[src/sarsc_consts.vh]
// Purpose: Shared constants of the serial converter control block.
// Assumes: Included by bare name from the top module's design file.
// Notes: Definitions only; no logic lives here.
`ifndef SARSC_CONSTS_VH
`define SARSC_CONSTS_VH

// Result and configuration word widths.
`define SARSC_RES_BITS 12
`define SARSC_CFG_BITS 6

// Configuration word bit positions; the first bit received lands at 5.
`define SARSC_CFG_SINGLE 5
`define SARSC_CFG_ODD 4
`define SARSC_CFG_RANGE 1

// Configuration bit counter width and the count of captured bits.
`define SARSC_CFGCNT_W 3
`define SARSC_CFG_COUNT 3'h6

// Clock rate in MHz and typical conversion time in ns.
`define SARSC_CLK_MHZ 10
`define SARSC_CONV_TIME_NS 1300

// Conversion cycle count, rounded up to whole cycles.
`define SARSC_CONV_CYCLES \
    ((`SARSC_CONV_TIME_NS * `SARSC_CLK_MHZ + 999) / 1000)
`define SARSC_CONVCNT_W 5

// Reset values and the first trial code.
`define SARSC_RES_RESET 12'h000
`define SARSC_CFG_RESET 6'h00
`define SARSC_MSB_TRIAL 12'h800

`endif

[src/sarsc_sync.v]
// Purpose: Two-flop synchroniser for one pin input.
// Assumes: Synchronous active-low reset on clk.
// Notes: Only the second flop is visible outside.
`timescale 1ns/100ps
`default_nettype none

module sarsc_sync
#(
    parameter RESET_VALUE = 1'b0
)
(
    // Clock and reset.
    input wire clk,
    input wire reset_n,
    // Asynchronous input and its synchronised copy.
    input wire async_in,
    output wire sync_out
);

reg meta_q;
reg sync_q;

// The first flop feeds only the second one.
always @(posedge clk)
begin
    if (!reset_n)
    begin
        meta_q <= RESET_VALUE;
        sync_q <= RESET_VALUE;
    end
    else
    begin
        meta_q <= async_in;
        sync_q <= meta_q;
    end
end

assign sync_out = sync_q;

endmodule // sarsc_sync

`default_nettype wire

[src/sarsc_top.v]
// Purpose: Digital control of a 12-bit successive-approximation converter.
// Assumes: Serial clock, data in and conversion start are slow pins.
// Notes: The analog comparator answer arrives on clk, unsynchronised.
// Behaviour
// - Serial output carries the most recently completed result.
// - Output advances one result bit on each serial clock fall.
// - Output driven only while conversion start is low.
// - A rising edge of conversion start while idle begins a conversion.
// - Data in sampled on rising clock of the first six pulses only.
// - Start edges during a running conversion are ignored.
// - Result shifts out on the same pulses that load configuration.
// - After the sixth bit, acquisition begins while output continues.
// - Bits resolve MSB first, then latch into the output register.
// - Word: single, odd, two ignored, range, one ignored; first first.
// - Don't-care positions have no effect on configuration.
// - One-input variant ignores the single bit.
// - Two-input mux: differential pairs or single input to ground.
// - One-input variant: odd bit swaps input polarity.
// - Positive and negative inputs are sampled at the same instant.
// - Bipolar output is two's complement, unipolar straight binary.
// - Start still high at conversion end sleeps until it falls.
// - Start low at conversion end presents MSB and stays awake.
`timescale 1ns/100ps
`default_nettype none
`include "sarsc_consts.vh"

module sarsc_top
#(
    parameter TWO_INPUTS = 1'b1
)
(
    // Clock and reset.
    input wire clk,
    input wire reset_n,
    // Serial port pins.
    input wire sck_in,
    input wire sdi_in,
    input wire conversion_start_in,
    output wire sdo_out,
    output wire sdo_oe,
    // Analog front end control.
    input wire comp_high_in,
    output wire [`SARSC_RES_BITS-1:0] dac_code_out,
    output wire sample_strobe_out,
    output wire acquiring_out,
    output wire analog_input_zero_pos,
    output wire analog_input_one_pos,
    output wire analog_input_one_neg,
    output wire negative_is_ground,
    output wire range_select,
    // Status.
    output wire busy_out,
    output wire sleep_out
);

localparam integer CONV_LAST_I = `SARSC_CONV_CYCLES - 1;
localparam [`SARSC_CONVCNT_W-1:0] CONV_LAST =
    CONV_LAST_I[`SARSC_CONVCNT_W-1:0];

wire sck_s;
wire sdi_s;
wire start_s;
reg sck_prev_q;
reg start_prev_q;
reg busy_q;
reg sleep_q;
reg acquiring_q;
reg sample_q;
reg [`SARSC_CONVCNT_W-1:0] conv_cnt_q;
reg [`SARSC_RES_BITS-1:0] sar_q;
reg [`SARSC_RES_BITS-1:0] mask_q;
reg [`SARSC_RES_BITS-1:0] result_q;
reg [`SARSC_RES_BITS-1:0] shift_q;
reg [`SARSC_CFG_BITS-1:0] cfg_shift_q;
reg [`SARSC_CFGCNT_W-1:0] cfg_cnt_q;
reg single_q;
reg odd_q;
reg range_q;
reg conv_range_q;
wire sck_rise;
wire sck_fall;
wire start_rise;
wire start_fall;
wire conv_done;
wire [`SARSC_CFG_BITS-1:0] cfg_word;
wire [`SARSC_RES_BITS-1:0] mask_next;
wire [`SARSC_RES_BITS-1:0] sar_kept;
wire [`SARSC_RES_BITS-1:0] formatted;

// Pin synchronisers.
sarsc_sync #(.RESET_VALUE(1'b0)) u_sync_sck
(
    .clk(clk),
    .reset_n(reset_n),
    .async_in(sck_in),
    .sync_out(sck_s)
);

sarsc_sync #(.RESET_VALUE(1'b0)) u_sync_sdi
(
    .clk(clk),
    .reset_n(reset_n),
    .async_in(sdi_in),
    .sync_out(sdi_s)
);

sarsc_sync #(.RESET_VALUE(1'b0)) u_sync_start
(
    .clk(clk),
    .reset_n(reset_n),
    .async_in(conversion_start_in),
    .sync_out(start_s)
);

// Edge detection on the synchronised pins.
always @(posedge clk)
begin
    if (!reset_n)
    begin
        sck_prev_q <= 1'b0;
        start_prev_q <= 1'b0;
    end
    else
    begin
        sck_prev_q <= sck_s;
        start_prev_q <= start_s;
    end
end

assign sck_rise = sck_s & ~sck_prev_q;
assign sck_fall = ~sck_s & sck_prev_q;
assign start_rise = start_s & ~start_prev_q;
assign start_fall = ~start_s & start_prev_q;

// Conversion ends on the cycle after the last bit decision.
assign conv_done = busy_q && (conv_cnt_q == CONV_LAST);

// Conversion sequencer; a start edge while busy is dropped.
always @(posedge clk)
begin
    if (!reset_n)
    begin
        busy_q <= 1'b0;
        conv_cnt_q <= {`SARSC_CONVCNT_W{1'b0}};
        sample_q <= 1'b0;
        conv_range_q <= 1'b0;
    end
    else
    begin
        sample_q <= 1'b0;
        if (start_rise && !busy_q)
        begin
            busy_q <= 1'b1;
            conv_cnt_q <= {`SARSC_CONVCNT_W{1'b0}};
            sample_q <= 1'b1;
            conv_range_q <= range_q;
        end
        else if (conv_done)
        begin
            busy_q <= 1'b0;
        end
        else if (busy_q)
        begin
            conv_cnt_q <= conv_cnt_q + 1'b1;
        end
    end
end

// Successive approximation, most significant trial first.
assign mask_next = mask_q >> 1;
assign sar_kept = comp_high_in ? sar_q : (sar_q & ~mask_q);

always @(posedge clk)
begin
    if (!reset_n)
    begin
        sar_q <= `SARSC_RES_RESET;
        mask_q <= `SARSC_RES_RESET;
    end
    else if (start_rise && !busy_q)
    begin
        sar_q <= `SARSC_MSB_TRIAL;
        mask_q <= `SARSC_MSB_TRIAL;
    end
    else if (busy_q && (mask_q != `SARSC_RES_RESET))
    begin
        sar_q <= sar_kept | mask_next;
        mask_q <= mask_next;
    end
end

// Bipolar offset code becomes two's complement by inverting the MSB.
assign formatted = conv_range_q ? sar_q :
    {~sar_q[`SARSC_RES_BITS-1], sar_q[`SARSC_RES_BITS-2:0]};

// Output latch, sleep state and serial shifter.
always @(posedge clk)
begin
    if (!reset_n)
    begin
        result_q <= `SARSC_RES_RESET;
        shift_q <= `SARSC_RES_RESET;
        sleep_q <= 1'b0;
    end
    else
    begin
        if (conv_done)
        begin
            result_q <= formatted;
            if (start_s)
            begin
                sleep_q <= 1'b1;
            end
            else
            begin
                shift_q <= formatted;
            end
        end
        else if (start_fall && !busy_q)
        begin
            sleep_q <= 1'b0;
            shift_q <= result_q;
        end
        else if (sck_fall && !start_s && !busy_q)
        begin
            shift_q <= {shift_q[`SARSC_RES_BITS-2:0], 1'b0};
        end
    end
end

// Configuration capture on the first six rising clocks of a frame.
assign cfg_word = {cfg_shift_q[`SARSC_CFG_BITS-2:0], sdi_s};

always @(posedge clk)
begin
    if (!reset_n)
    begin
        cfg_shift_q <= `SARSC_CFG_RESET;
        cfg_cnt_q <= {`SARSC_CFGCNT_W{1'b0}};
        single_q <= 1'b0;
        odd_q <= 1'b0;
        range_q <= 1'b0;
        acquiring_q <= 1'b0;
    end
    else
    begin
        if (start_rise && !busy_q)
        begin
            acquiring_q <= 1'b0;
        end
        if (start_s || busy_q)
        begin
            cfg_cnt_q <= {`SARSC_CFGCNT_W{1'b0}};
        end
        else if (sck_rise && (cfg_cnt_q < `SARSC_CFG_COUNT))
        begin
            cfg_shift_q <= cfg_word;
            cfg_cnt_q <= cfg_cnt_q + 1'b1;
            if (cfg_cnt_q == `SARSC_CFG_COUNT - 1'b1)
            begin
                // Only the meaningful positions are taken; others drop.
                single_q <= TWO_INPUTS ?
                    cfg_word[`SARSC_CFG_SINGLE] : 1'b0;
                odd_q <= cfg_word[`SARSC_CFG_ODD];
                range_q <= cfg_word[`SARSC_CFG_RANGE];
                acquiring_q <= 1'b1;
            end
        end
    end
end

// Input multiplexer decode.
assign analog_input_zero_pos = ~odd_q;
assign analog_input_one_pos = odd_q;
assign analog_input_one_neg = ~odd_q & ~single_q;
assign negative_is_ground = single_q;
assign range_select = busy_q ? conv_range_q : range_q;

// Pin and status outputs.
assign sdo_out = shift_q[`SARSC_RES_BITS-1];
assign sdo_oe = ~start_s & ~busy_q;
assign dac_code_out = sar_q;
assign sample_strobe_out = sample_q;
assign acquiring_out = acquiring_q;
assign busy_out = busy_q;
assign sleep_out = sleep_q;

endmodule // sarsc_top

`default_nettype wire

[config.mk]
export PLATFORM = sky130hd
export DESIGN_NAME = sarsc_top
export DESIGN_NICKNAME = d
export VERILOG_FILES = /design/src/sarsc_sync.v /design/src/sarsc_top.v
export VERILOG_INCLUDE_DIRS = /design/src
export SDC_FILE = /design/constraint.sdc
export NUM_CORES = 1
export LEC_CHECK = 0
export BUFFER_PORTS_ARGS = -buffer_cell sky130_fd_sc_hd__buf_2
export CAP_MARGIN = 20
export CORE_ASPECT_RATIO = 1.25
export CORE_MARGIN = 5
export CORE_UTILIZATION = 63
export CTS_CLUSTER_SIZE = 40
export DETAILED_ROUTE_END_ITERATION = 8
export HOLD_SLACK_MARGIN = 0.1
export PLACE_DENSITY = 0.84
export SYNTH_ARGS = -nofsm -noshare
export SYNTH_HDL_FRONTEND = slang
export SYNTH_SLANG_ARGS = --single-unit
[constraint.sdc]
create_clock -name clk -period 2.6 [get_ports clk]
set_input_delay 0.52 -clock clk [delete_from_list [all_inputs] [get_ports clk]]
set_output_delay 0.52 -clock clk [all_outputs]
set_load 0.005 [all_outputs]
==> results.ini <==
[power_and_ir_drop]
ir_drop_mv=0.409
powerDensity_mw_per_mm2=626
power_mw=2.13
cellLeakagePower_nw=1.27

[finish]
final_area_mm2=0.00340
syn_to_final_growth_pct=7.51
seq_area_mm2=0.00154
fin_nets=387
antenna_cells=0
fill_cells=373
drive_above_1_share_pct=16.8
multiInputGateArea_mm2=0.00139
final_util_pct=70.9
layout.cells.non_filler=441

[synthesis]
avgSynthCellArea_um2=8.70
synthFlopType=dfxtp_1
synth_top_area_cell=dfxtp_1
synthCells=364
synth_top_area_share_pct=48.7
yosysMostFrequentCell=nand2_1
synth_edf_count=0
ys_warn_count=0
ys_async_sr_fraction_pct=0
synth_cell_types=38
synthTopCellsByCount=nand2_1, dfxtp_1, a21oi_1
syn-cell-area_mm2=0.00317
yosysSeqAreaShare_pct=48.7
yosys_register_bits=77
synth_nets=374
synth_area_leaders=dfxtp_1, nand2_1, a21oi_1

[sta]
hold_ws_ns=0.378
tns_ns=0
finalHoldViolations=0
finalMaxSlewViolations=0
setup_ws_ns=0.452
finalSetupViolCount=0
period_share_pct=82.6
worst_pin_slew_ns=0.769
fmax_mhz=465
min_period_ns=2.15
rsz0062_at_grt=no
max_slew_margin_pct=48.6
clock_skew_ns=0.00816

[route]
drt-pass1-iter-count=4
drc=0
routed_wl_um=6310
drt-initial-drc-count=163
wire_per_inst_um=14.3
antenna_left=0
vias_per_cell=5.69
vias=2509

[worst_setup_path]
path_max_fanout=18
setup.worst_path.start_class=register
path_class=reg -> out
critPathBufInv=1
critical_path.slowest_cell=dfxtp_1
crit_family=flip-flops
required_ns=2.08
cp.arrival_ns=1.63
slowest_delay_ns=0.73
crit_chain=mux2_2 > buf_2
end_kind=output pin

[global_routing]
grt_overflow=0
antenna_found_initial=0
grtUsageTotal_pct=21.1
grt_pass1_wl_um=10500
grt_max_degree=29
grt_pass1_vias=2356

[floorplan]
die_y_um=89.3
fp.dieW_um=73.4
num_io_pins=29
core_area_mm2=0.00480
dieArea_mm2=0.00655
initial_core_util_pct=66.0
std_cell_rows=28

[placement]
place_ws_ns=0.611
routabilityCongestion=0.798
portBuffers=28
hpwl_um=4380
placed_cell_area_mm2=0.00323
post-place-cells=426

[clock_tree]
root_buffer=clkbuf_8
clock_path_buffers=2
hold_buffers=0
cts_buffers=9
cts_sinks=77
postCtsSetupBuffers=0
tritoncts=built
clock_latency_ns=0.35
cts.htree.levels=3
ctsResizeCount=0
clk_pin_slew_ns=0.07

[flow_run]
cap_violations=0

[hold_path]
hold_path_class=in -> reg

[status]
status=completed

-- cells by family after synthesis --
logic type,synth area share [%]
AO/OA/AOI/OAI,13.6
XOR/XNOR,1.94
adder cells (fa/ha/maj),1.58
buffers and inverters,7.43
flip-flops,48.7
multiplexers,5.49
AND/OR/NAND/NOR,21.3
-- placed cells by master, fill, tap and decap left out, types with 4 or more instances in the layout --
cell,count
buf_2,28
o221ai_1,10
nor2b_1,4
a21oi_1,55
dfxtp_1,77
inv_1,7
nand2_1,93
nand3_1,11
nor2_1,15
buf_4,4
ha_1,4
clkbuf_8,12
and2_1,10
mux2i_1,5
mux2_2,10
xnor2_1,5
-- sequential cells by signal (all words and copies together), names as in the netlist, 3 cells and up --
signal / count
dac_code_out: 12
mask_q: 12
result_q: 12
shift_q: 12
cfg_shift_q: 5
conv_cnt_q: 5
cfg_cnt_q: 3
-- layout make-up --
| type | instances | share of cell area (%) |
|---|---|---|
| Sequential cell | 77 | 45.3 |
| Multi-Input combinational cell | 248 | 40.8 |
| Timing Repair Buffer | 33 | 5.59 |
| Clock buffer | 14 | 5.07 |
| Tap cell | 60 | 2.21 |
| Inverter | 8 | 0.882 |
| Clock inverter | 1 | 0.147 |
-- layer usage --
metal	global-route usage, %	share of wire, %
met4	15.8	4.2
met5	0	0
met3	4.27	6.1
met2	36.0	50
met1	23.0	39
-- worst paths after layout --
path	from	to	slack (ns)	cells after the start
setup / recovery	busy_out	range_select	0.45	2
hold / removal	sck_in	u_sync_sck.meta_q	0.38	2
setup reg to reg	busy_out	shift_q[3]	0.60	3
hold reg to reg	u_sync_start.meta_q	u_sync_start.sync_out	0.43	1
-- report_power, final --
group          switching (mW)  internal (mW)
sequential             0.0147           1.20
combinational          0.0683         0.0379
clock                   0.397          0.419
Note: power is estimated with default switching activity, not from simulation.
